File: src/verilog/css_defs.svh
`ifndef CSS_DEFS_SVH
`define CSS_DEFS_SVH

// ---------------------------------------------------------------
// timing
// ---------------------------------------------------------------
`define CSS_CLK_PERIOD_NS    100
`define CSS_SOFT_RST_WAIT_NS 1000
// least time rounds up to whole cycles
`define CSS_SOFT_RST_CYCLES \
  ((`CSS_SOFT_RST_WAIT_NS + `CSS_CLK_PERIOD_NS - 1) / `CSS_CLK_PERIOD_NS)
`define CSS_ILAS_CYCLES      8
`define CSS_CAL_RUN_CYCLES   32
`define CSS_SYNC_HOLD_CYCLES 4

// ---------------------------------------------------------------
// control frame: 8 bit address, 8 bit data, msb first
// ---------------------------------------------------------------
`define CSS_FRAME_BITS       16

// ---------------------------------------------------------------
// register addresses
// ---------------------------------------------------------------
`define CSS_ADDR_SOFT_RESET  8'h00
`define CSS_ADDR_LINK_CTRL   8'h01
`define CSS_ADDR_CAL_CTRL    8'h02
`define CSS_ADDR_CHAN_MODE   8'h03
`define CSS_ADDR_LINK_MODE   8'h04
`define CSS_ADDR_MULTIFRAME  8'h05
`define CSS_ADDR_SYNC_SRC    8'h06
`define CSS_ADDR_CAL_CFG     8'h07
`define CSS_ADDR_OVR_CTRL    8'h08
`define CSS_ADDR_CAL_TRIG    8'h09

// ---------------------------------------------------------------
// field positions
// ---------------------------------------------------------------
`define CSS_BIT_ENABLE       0
`define CSS_BIT_BACKGROUND   0
`define CSS_BIT_OFFSET_CAL   1
`define CSS_LINK_MODE_W      5

// ---------------------------------------------------------------
// reset values
// ---------------------------------------------------------------
`define CSS_RST_LINK_EN      1'b1
`define CSS_RST_CAL_EN       1'b1
`define CSS_RST_LINK_MODE    5'h00
`define CSS_RST_KM1          8'h1f
`define CSS_RST_CAL_CFG      2'h0

`endif

File: src/verilog/css_pkg.sv
`default_nettype none
package css_pkg;

  // link transmitter states
  typedef enum logic [1:0] {
    css_link_off  = 2'b00,
    css_link_cgs  = 2'b01,
    css_link_ilas = 2'b10,
    css_link_data = 2'b11
  } css_link_state_type;

  // calibration states
  typedef enum logic [1:0] {
    css_cal_off  = 2'b00,
    css_cal_idle = 2'b01,
    css_cal_run  = 2'b10
  } css_cal_state_type;

  // host sequencer states
  typedef enum logic [1:0] {
    css_host_idle = 2'b00,
    css_host_send = 2'b01,
    css_host_wait = 2'b10,
    css_host_done = 2'b11
  } css_host_state_type;

endpackage
`default_nettype wire

File: src/verilog/css_link_if.sv
`default_nettype none
interface css_link_if;
  import css_pkg::*;

  logic               ctl_frame;  // high while a control frame shifts
  logic               ctl_bit;    // control data, msb first
  logic               sync_se_n;  // single ended handshake, low = sync
  logic               ts_p;       // timestamp pair, p low n high = sync
  logic               ts_n;
  css_link_state_type link_state; // transmitter state seen by receiver

  modport device (
    input  ctl_frame,
    input  ctl_bit,
    input  sync_se_n,
    input  ts_p,
    input  ts_n,
    output link_state
  );

  modport host (
    output ctl_frame,
    output ctl_bit,
    output sync_se_n,
    output ts_p,
    output ts_n,
    input  link_state
  );

endinterface
`default_nettype wire

File: src/verilog/css_device.sv
`include "css_defs.svh"
`default_nettype none
module css_device (
  input  wire logic         core_clk,
  input  wire logic         reset_n,
  css_link_if.device        link,
  input  wire logic         adc_over,
  output logic              link_enable,
  output logic              cal_enable,
  output logic              cal_busy,
  output logic              reset_busy,
  output logic              single_channel,
  output logic              overrange_enable,
  output logic              overrange_flag,
  output logic              sync_select,
  output logic              background_cal,
  output logic              offset_cal,
  output logic [4:0]        link_mode_select,
  output logic [7:0]        frames_per_multiframe_minus_one
);
  import css_pkg::*;

  logic [14:0]        shift;
  logic [4:0]         bit_cnt;
  logic               wr;
  logic [7:0]         wr_addr;
  logic [7:0]         wr_data;
  logic [3:0]         rst_cnt;
  logic               trig;
  logic               trig_rise;
  logic [5:0]         cal_cnt;
  logic [3:0]         ilas_cnt;
  logic               sync_req;
  css_cal_state_type  cal_state;
  css_link_state_type lstate;

  // -------------------------------------------------------------
  // control frame receiver
  // -------------------------------------------------------------
  // shift in bits; a partial frame is dropped when the frame ends
  always_ff @(posedge core_clk or negedge reset_n) begin
    if (!reset_n) begin
      shift   <= 15'h0000;
      bit_cnt <= 5'h00;
      wr      <= 1'b0;
      wr_addr <= 8'h00;
      wr_data <= 8'h00;
    end else begin
      wr <= 1'b0;
      if (link.ctl_frame) begin
        shift <= {shift[13:0], link.ctl_bit};
        if (bit_cnt == 5'(`CSS_FRAME_BITS - 1)) begin
          bit_cnt <= 5'h00;
          wr      <= 1'b1;
          {wr_addr, wr_data} <= {shift, link.ctl_bit};
        end else begin
          bit_cnt <= bit_cnt + 5'h01;
        end
      end else begin
        bit_cnt <= 5'h00;
      end
    end
  end

  // -------------------------------------------------------------
  // soft reset hold
  // -------------------------------------------------------------
  // reset hold time
  always_ff @(posedge core_clk or negedge reset_n) begin
    if (!reset_n) begin
      rst_cnt <= 4'h0;
    end else if (wr && wr_addr == `CSS_ADDR_SOFT_RESET &&
                 wr_data[`CSS_BIT_ENABLE] && rst_cnt == 4'h0) begin
      rst_cnt <= 4'(`CSS_SOFT_RST_CYCLES);
    end else if (rst_cnt != 4'h0) begin
      rst_cnt <= rst_cnt - 4'h1;
    end
  end

  always_ff @(posedge core_clk or negedge reset_n) begin
    if (!reset_n) begin
      reset_busy <= 1'b0;
    end else begin
      reset_busy <= (rst_cnt > 4'h1) || (wr && rst_cnt == 4'h0 &&
        wr_addr == `CSS_ADDR_SOFT_RESET && wr_data[`CSS_BIT_ENABLE]);
    end
  end

  // -------------------------------------------------------------
  // control registers
  // -------------------------------------------------------------
  // writes during the reset hold are ignored, not queued
  always_ff @(posedge core_clk or negedge reset_n) begin
    if (!reset_n) begin
      link_enable      <= `CSS_RST_LINK_EN;
      cal_enable       <= `CSS_RST_CAL_EN;
      single_channel   <= 1'b0;
      link_mode_select <= `CSS_RST_LINK_MODE;
      frames_per_multiframe_minus_one <= `CSS_RST_KM1;
      sync_select      <= 1'b0;
      {offset_cal, background_cal} <= `CSS_RST_CAL_CFG;
      overrange_enable <= 1'b0;
      trig             <= 1'b0;
    end else if (rst_cnt == 4'(`CSS_SOFT_RST_CYCLES)) begin
      link_enable      <= `CSS_RST_LINK_EN;
      cal_enable       <= `CSS_RST_CAL_EN;
      single_channel   <= 1'b0;
      link_mode_select <= `CSS_RST_LINK_MODE;
      frames_per_multiframe_minus_one <= `CSS_RST_KM1;
      sync_select      <= 1'b0;
      {offset_cal, background_cal} <= `CSS_RST_CAL_CFG;
      overrange_enable <= 1'b0;
      trig             <= 1'b0;
    end else if (wr && rst_cnt == 4'h0) begin
      case (wr_addr)
        `CSS_ADDR_LINK_CTRL: link_enable <= wr_data[`CSS_BIT_ENABLE];
        `CSS_ADDR_CAL_CTRL:  cal_enable  <= wr_data[`CSS_BIT_ENABLE];
        `CSS_ADDR_CHAN_MODE: begin
          if (!cal_enable && !link_enable)
            single_channel <= wr_data[`CSS_BIT_ENABLE];
        end
        `CSS_ADDR_LINK_MODE: begin
          if (!link_enable && !cal_enable)
            link_mode_select <= wr_data[`CSS_LINK_MODE_W-1:0];
        end
        `CSS_ADDR_MULTIFRAME: begin
          if (!link_enable)
            frames_per_multiframe_minus_one <= wr_data;
        end
        `CSS_ADDR_SYNC_SRC: begin
          if (!link_enable)
            sync_select <= wr_data[`CSS_BIT_ENABLE];
        end
        `CSS_ADDR_CAL_CFG: begin
          if (!cal_enable) begin
            background_cal <= wr_data[`CSS_BIT_BACKGROUND];
            offset_cal     <= wr_data[`CSS_BIT_OFFSET_CAL];
          end
        end
        `CSS_ADDR_OVR_CTRL: overrange_enable <= wr_data[`CSS_BIT_ENABLE];
        `CSS_ADDR_CAL_TRIG: trig <= wr_data[`CSS_BIT_ENABLE];
        default: ;
      endcase
    end
  end

  assign trig_rise = wr && rst_cnt == 4'h0 && !trig &&
                     wr_addr == `CSS_ADDR_CAL_TRIG &&
                     wr_data[`CSS_BIT_ENABLE];

  // -------------------------------------------------------------
  // calibration machine
  // -------------------------------------------------------------
  // a trigger while a run is going is ignored
  always_ff @(posedge core_clk or negedge reset_n) begin
    if (!reset_n) begin
      cal_state <= css_cal_off;
      cal_cnt   <= 6'h00;
      cal_busy  <= 1'b0;
    end else begin
      case (cal_state)
        css_cal_off: begin
          if (cal_enable)
            cal_state <= css_cal_idle;
        end
        css_cal_idle: begin
          if (!cal_enable) begin
            cal_state <= css_cal_off;
          end else if (trig_rise) begin
            cal_state <= css_cal_run;
            cal_cnt   <= 6'(`CSS_CAL_RUN_CYCLES - 1);
          end
        end
        css_cal_run: begin
          if (!cal_enable)
            cal_state <= css_cal_off;
          else if (cal_cnt == 6'h00)
            cal_state <= css_cal_idle;
          else
            cal_cnt <= cal_cnt - 6'h01;
        end
        default: cal_state <= css_cal_off;
      endcase
      cal_busy <= (cal_state == css_cal_idle && cal_enable && trig_rise) ||
                  (cal_state == css_cal_run && cal_enable &&
                   cal_cnt != 6'h00);
    end
  end

  // -------------------------------------------------------------
  // link transmitter
  // -------------------------------------------------------------
  // handshake source mux
  assign sync_req = sync_select ? (!link.ts_p && link.ts_n)
                                : !link.sync_se_n;

  always_ff @(posedge core_clk or negedge reset_n) begin
    if (!reset_n) begin
      lstate   <= css_link_off;
      ilas_cnt <= 4'h0;
    end else if (!link_enable) begin
      lstate <= css_link_off;
    end else begin
      case (lstate)
        css_link_off: lstate <= css_link_cgs;
        css_link_cgs: begin
          if (!sync_req) begin
            lstate   <= css_link_ilas;
            ilas_cnt <= 4'(`CSS_ILAS_CYCLES - 1);
          end
        end
        css_link_ilas: begin
          if (sync_req)
            lstate <= css_link_cgs;
          else if (ilas_cnt == 4'h0)
            lstate <= css_link_data;
          else
            ilas_cnt <= ilas_cnt - 4'h1;
        end
        css_link_data: begin
          if (sync_req)
            lstate <= css_link_cgs;
        end
        default: lstate <= css_link_off;
      endcase
    end
  end

  assign link.link_state = lstate;

  // overrange flag only when enabled
  always_ff @(posedge core_clk or negedge reset_n) begin
    if (!reset_n)
      overrange_flag <= 1'b0;
    else
      overrange_flag <= overrange_enable && adc_over;
  end

endmodule // css_device
`default_nettype wire

File: src/flat_wrapper.sv
// flat-port wrapper written by rule: the top's interface ports become plain ports
module css_device_flat import css_pkg::*;
  (core_clk, reset_n, adc_over, link_enable, cal_enable, cal_busy, reset_busy, single_channel, overrange_enable, overrange_flag, sync_select, background_cal, offset_cal, link_mode_select, frames_per_multiframe_minus_one, link_ctl_frame, link_ctl_bit, link_sync_se_n, link_ts_p, link_ts_n, link_link_state);
  css_link_if link_i ();
  input  wire logic core_clk;
  input  wire logic reset_n;
  input  wire logic adc_over;
  output logic link_enable;
  output logic cal_enable;
  output logic cal_busy;
  output logic reset_busy;
  output logic single_channel;
  output logic overrange_enable;
  output logic overrange_flag;
  output logic sync_select;
  output logic background_cal;
  output logic offset_cal;
  output logic [4:0] link_mode_select;
  output logic [7:0] frames_per_multiframe_minus_one;
  input wire logic [$bits(link_i.ctl_frame)-1:0] link_ctl_frame;
  input wire logic [$bits(link_i.ctl_bit)-1:0] link_ctl_bit;
  input wire logic [$bits(link_i.sync_se_n)-1:0] link_sync_se_n;
  input wire logic [$bits(link_i.ts_p)-1:0] link_ts_p;
  input wire logic [$bits(link_i.ts_n)-1:0] link_ts_n;
  output wire logic [$bits(link_i.link_state)-1:0] link_link_state;
  assign link_i.ctl_frame = link_ctl_frame;
  assign link_i.ctl_bit = link_ctl_bit;
  assign link_i.sync_se_n = link_sync_se_n;
  assign link_i.ts_p = link_ts_p;
  assign link_i.ts_n = link_ts_n;
  assign link_link_state = link_i.link_state;
  css_device u_core (.core_clk(core_clk), .reset_n(reset_n), .link(link_i), .adc_over(adc_over), .link_enable(link_enable), .cal_enable(cal_enable), .cal_busy(cal_busy), .reset_busy(reset_busy), .single_channel(single_channel), .overrange_enable(overrange_enable), .overrange_flag(overrange_flag), .sync_select(sync_select), .background_cal(background_cal), .offset_cal(offset_cal), .link_mode_select(link_mode_select), .frames_per_multiframe_minus_one(frames_per_multiframe_minus_one));
endmodule
File: config.mk
export PLATFORM = sky130hd
export DESIGN_NAME = css_device_flat
export DESIGN_NICKNAME = d
export VERILOG_FILES = /design/src/verilog/css_pkg.sv /design/src/verilog/css_link_if.sv /design/src/verilog/css_device.sv /design/src/flat_wrapper.sv
export VERILOG_INCLUDE_DIRS = /design/src /design/src/verilog
export SDC_FILE = /design/constraint.sdc
export NUM_CORES = 1
export LEC_CHECK = 0
export ABC_AREA = 1
export ABC_CLOCK_PERIOD_IN_PS = 3900
export BUFFER_PORTS_ARGS = -buffer_cell sky130_fd_sc_hd__buf_2
export CORE_ASPECT_RATIO = 1.4
export CORE_UTILIZATION = 41
export CTS_BUF_LIST = sky130_fd_sc_hd__clkbuf_4 sky130_fd_sc_hd__clkbuf_8
export CTS_CLUSTER_DIAMETER = 150
export DETAILED_ROUTE_END_ITERATION = 7
export PLACE_DENSITY = 0.55
export SYNTH_ARGS = -nofsm -noshare
export SYNTH_HDL_FRONTEND = slang
export SYNTH_SLANG_ARGS = --single-unit
File: constraint.sdc
create_clock -name core_clk -period 3.9 [get_ports core_clk]
set_clock_uncertainty 0.1 [all_clocks]
set_input_delay 0.78 -clock core_clk [delete_from_list [all_inputs] [get_ports core_clk]]
set_output_delay 0.78 -clock core_clk [all_outputs]
set_load 0.01 [all_outputs]
== After elaboration in Yosys (flattened, before gate mapping) ==
Cells that the tools add are included.
Operators by class
  add/subtract/negate cells: 4
  multiplexer cells: 64
  magnitude comparators: 1
  eq/ne operators: 31
  reductions and logical operators: 59
Operators by type and width (count)
  8-bit by 3-bit == test with 1-bit output, second input constant: 4
  8-bit 2-to-1 mux: 4
  1-bit 2-to-1 mux: 31
  5-bit 2-to-1 mux: 6
  2-bit nonzero test: 14
  6-bit 2-to-1 mux: 4
  3-bit AND reduction: 7
  2-bit 2-to-1 mux: 10
  4-bit 2-to-1 mux: 5
  8-bit by 2-bit == test with 1-bit output, second input constant: 2
  8-bit by 4-bit == test with 1-bit output, second input constant: 2
  1-bit logical AND: 16
  2-bit != test, second input constant: 6
  3-bit != test, second input constant: 4
  6-bit one-hot mux with 2 select lines: 1
  2-bit AND reduction: 5
  5-bit AND reduction: 2
  8-bit by 1-bit == test with 1-bit output, second input constant: 1
  4-bit zero test: 2
  8-bit zero test: 1
  2-bit by 1-bit != test with 1-bit output, second input constant: 4
  2-bit one-hot mux with 4 select lines: 1
  4-bit one-hot mux with 2 select lines: 1
  4-bit by 1-bit subtractor with 4-bit output, second input constant: 2
  other kinds (15): 24
Word-level totals
  output and inout bits: 25
  word-level logic and storage cells: 182
  register bits after elaboration: 79

== Logic depth before layout (Yosys ltp) ==
  depth after elaboration: 8
  depth in mapped cells: 10

== Least setup slack after synthesis ==
OpenSTA, ideal clock, no wires.
  path type: in2reg
  start point: input port link_sync_se_n
  end point: register u_core.lstate[1], in the netlist u_core.link.link_state[1]
  path slack: 2.226 ns
  buffers on the path: 0
  cell stages on the path: 6
  arrival time: 1.449 ns
  required time: 3.674 ns
  cell sequence: o21ai_0 -> nor2_1 -> o21ai_0 -> nand2_1 -> nand2_1 -> o21ai_0
On the way
  cells in the longest elaborated chain, start to end: 5
RTL lines
  start: declaration: line flat_wrapper.sv:22  | input wire logic [$bits(link_i.sync_se_n)-1:0] link_sync_se_n;
  1-bit zero test (*): line css_device.sv:195  | : !link.sync_se_n;
  1-bit 2-to-1 mux (*): line css_device.sv:194  | assign sync_req = sync_select ? (!link.ts_p && link.ts_n)
  2-bit 2-to-1 mux: line css_device.sv:213  | if (sync_req)
  2-bit one-hot mux with 4 select lines: line css_device.sv:204  | case (lstate)
  2-bit 2-to-1 mux: line css_device.sv:201  | end else if (!link_enable) begin
  end signal: assignment: line css_device.sv:202  | lstate <= css_link_off;
  end signal: assignment: line css_device.sv:205  | css_link_off: lstate <= css_link_cgs;
  end signal: assignment: line css_device.sv:214  | lstate <= css_link_cgs;
  end: declaration: line css_device.sv:35  | css_link_state_type lstate;
Every way passes the cells marked *; elsewhere a longest branch is shown, timed or not.
A chain may end at the register's enable or synchronous reset.

== Final worst setup path ==
  start point: register u_core.link_enable
  end point: output port link_enable
RTL lines
  start: declaration: line css_device.sv:8  | output logic link_enable,
  start signal: assignment: line css_device.sv:95  | link_enable <= `CSS_RST_LINK_EN;
  start signal: assignment: line css_device.sv:105  | link_enable <= `CSS_RST_LINK_EN;
  start signal: assignment: line css_device.sv:116  | `CSS_ADDR_LINK_CTRL: link_enable <= wr_data[`CSS_BIT_ENABLE];
  end: declaration: line flat_wrapper.sv:8  | output logic link_enable;
No word-level cell between the ends.

==> impl_metrics.py <==
metrics = {
    "detailed_routing": {
        "wirelength_um": 7160,
        "drt-initial-drc-count": 103,
        "vias_per_cell": 4.82,
        "ant_nets": 0,
        "first_pass_iters": 4,
        "drc_errors": 0,
        "wl_per_cell_um": 12.0,
        "num_vias": 2870,
    },
    "cts": {
        "clk_pin_slew_ns": 0.08,
        "cts_root_buf": "clkbuf_8",
        "cts_resized": 0,
        "cts_buffer_depth": 2,
        "tritoncts": "yes",
        "hold_buffers": 0,
        "htreeDepth": 3,
        "clkLatencyLatePin_ns": 0.35,
        "cts_inserted_buffers": 9,
        "clock-sinks": 79,
        "cts_post_setup_buffers_inserted": 0,
    },
    "worst_setup_path": {
        "cp_top_family": "flip-flops",
        "crit_fanout": 7,
        "critPathArrivalTime_ns": 1.18,
        "crit_type": "flop to primary output",
        "crit_chain": "buf_2",
        "crit_path_end_kind": "primary output",
        "critical-path-max-stage-delay_ns": 0.66,
        "worstPathRequired_ns": 3.02,
        "ff2ff_setup_slack_ns": 1.91,
        "reg2reg_from": "u_core.rst_cnt[0]",
        "critPathSlowestCell": "dfstp_2",
        "start_kind": "flop",
        "r2r_cells": 8,
        "crit_buf_inv": 1,
        "r2r_end": "u_core.single_channel",
    },
    "yosys": {
        "yosysUniqueCellTypes": 30,
        "synth_cells": 450,
        "ys_warn_count": 0,
        "ys_ff_latch": 79,
        "syn_area_sq_mm": 0.00381,
        "syn_nets": 472,
        "synth_area_per_cell_sq_um": 8.46,
        "ys_seq_area_share_pct": 52.2,
    },
    "floorplanning": {
        "die_height_um": 116,
        "die_area_sq_mm": 0.00968,
        "rows": 41,
        "start_util_pct": 42.2,
        "die_w_um": 83.4,
        "core_sq_mm": 0.00903,
        "boundaryPins": 33,
    },
    "timing": {
        "slew_viol_final": 0,
        "setup_viol": 0,
        "layout_min_cycle_time_ns": 2.06,
        "fmax_ghz": 0.485,
        "rsz0062_at_grt": "no",
        "hold_ws_ns": 0.367,
        "slew-limit-headroom_pct": 34.5,
        "final-hold-violation-count": 0,
        "tns_ns": 0,
        "worst_pin_slew_ns": 0.982,
        "final.period_utilization_pct": 52.9,
    },
    "global_routing": {
        "grt_overflow": 0,
        "antenna_found_initial": 0,
        "grt_pass1_vias": 2670,
        "grt_max_degree": 80,
        "track_usage_pct": 15.5,
        "grt_pass1_wl_um": 11900,
    },
    "power": {
        "p_leak_uw": 0.00231,
        "peakVddDrop_mv": 0.308,
        "powerDensity_mw_per_mm2": 626,
    },
    "hold_path": {
        "hold_path_depth": 1,
        "hold_path_class": "flop to flop",
        "hold_path_end": "u_core.bit_cnt[0]",
        "hold_path.startpoint": "u_core.bit_cnt[0]",
    },
    "final_layout": {
        "fillers": 893,
        "final_cell_count_no_fill": 596,
        "nets": 506,
        "drive_above_1_share_pct": 15.7,
        "final_common_cell": "nand2_1",
        "num_antenna_cells": 0,
        "layout_common_cells": "109 x nand2_1, 72 x dfrtp_1, 55 x inv_1, 48 x o21ai_0, 44 x nor2_1",
        "area_growth_pct": 13.2,
    },
    "place": {
        "dp_hpwl_um": 5130,
        "place.gp.congestion": 0.812,
        "post-place-cells": 580,
        "io_buffers": 32,
    },
    "outcome": {
        "status": "completed",
    },
    "flow_run": {
        "max_cap_violations": 0,
    },
}
## registers in the layout, summed over array words and instances, names as in the netlist, 2 cells and up
| signal | cells |
|---|---|
| u_core.wr_addr | 8 |
| u_core.bit_cnt | 5 |
| u_core.link.link_state | 2 |
| u_core.cal_state | 2 |
| u_core.wr_data | 8 |
| u_core.ilas_cnt | 4 |
| u_core.cal_cnt | 6 |
| u_core.shift | 15 |
| u_core.link_mode_select | 5 |
| u_core.frames_per_multiframe_minus_one | 8 |
| u_core.rst_cnt | 4 |
## cell usage after synthesis
cell type / n / share of area, %
dfstp_2: 7 / 4.8
or2_2: 3 / 0.49
inv_2: 4 / 0.39
o21a_1: 1 / 0.20
ha_1: 14 / 4.6
nor3_1: 3 / 0.39
nand2_2: 3 / 0.49
o31ai_1: 1 / 0.20
nor2_1: 44 / 4.3
a31oi_1: 2 / 0.33
a21oi_1: 3 / 0.39
nand4_1: 9 / 1.5
nor4_1: 2 / 0.33
nand2_4: 4 / 1.2
inv_1: 55 / 5.4
nor2_4: 1 / 0.30
nor2_2: 2 / 0.33
nand3_2: 2 / 0.53
a21boi_2: 1 / 0.30
nand2_1: 109 / 11
dfrtp_1: 72 / 47
a22oi_1: 1 / 0.20
nand3_1: 37 / 4.9
xnor2_1: 1 / 0.23
o21ai_0: 48 / 6.3
xor2_1: 4 / 0.92
clkbuf_1: 9 / 0.89
nor2_8: 2 / 1.1
o21ai_1: 4 / 0.53
nand3b_1: 2 / 0.39
## report_power, final
group          switching (uW)  internal (uW)
sequential                134           1010
clock                     295            431
combinational             517            310
total                     945           1750
## worst register-to-register path: stages (launching register included)
cell,delay [ns]
dfrtp_1,0.38
inv_1,0.15
ha_1,0.19
nand3_2,0.36
inv_1,0.28
nor2_1,0.13
nand3b_1,0.17
nand2_1,0.09
inv_1,0.04
## metal layers
layer	vias to the layer above	GRT usage, %	part of all wire [%]
li1	1503	-	-
met1	1325	18.7	46
met2	34	26.8	49
met3	8	2.85	2.6
met4	0	8.14	1.5
met5	-	0	0
## kinds of logic after synthesis
| group | share of synthesized area (%) |
|---|---|
| flip-flops | 52.2 |
| buffers and inverters | 6.71 |
| XOR/XNOR | 1.15 |
| AO/OA/AOI/OAI | 8.45 |
| adder cells (fa/ha/maj) | 4.60 |
| AND/OR/NAND/NOR | 26.9 |
## how the worst max path moves through the flow
stage | startpoint | endpoint | slack [ns] | depth (start not counted)
2_1_floorplan | link_sync_se_n | u_core.link.link_state[1] | 2.23 | 6
3_3_place_gp | link_ctl_frame | u_core.wr_data[0] | 1.59 | 4
3_5_place_dp | link_ctl_frame | u_core.wr_data[0] | 1.52 | 4
4_1_cts | u_core.link_enable | link_enable | 1.81 | 1
6_report | u_core.link_enable | link_enable | 1.84 | 1
5_1_grt | u_core.bit_cnt[0] | u_core.wr_data[0] | 1.69 | 9
## area by class of cell
| class | count | area, sq um | area share [%] |
|---|---|---|---|
| tap | 107 | 134 | 3.11 |
| inverter | 59 | 221 | 5.14 |
| timing repair buffer | 32 | 163 | 3.77 |
| multi-input combinational | 303 | 1570 | 36.3 |
| clock inverter | 6 | 109 | 2.53 |
| clock buffer | 10 | 131 | 3.05 |
| sequential | 79 | 1990 | 46.1 |
## through the flow
stage | instance area [sq um] | utilization, % | total power, uW | worst slack (ns)
floorplan | 3810 | - | 1760 | 2.23
global placement | 4070 | 45.1 | 1970 | 1.59
detailed placement | 4070 | 45.1 | 2000 | 1.52
CTS | 4310 | 47.7 | 2730 | 1.81
global route | 4310 | 47.7 | 2900 | 1.69
finish | 4310 | 47.7 | 2700 | 1.84
No activity file was read; power rests on OpenSTA's default activity.
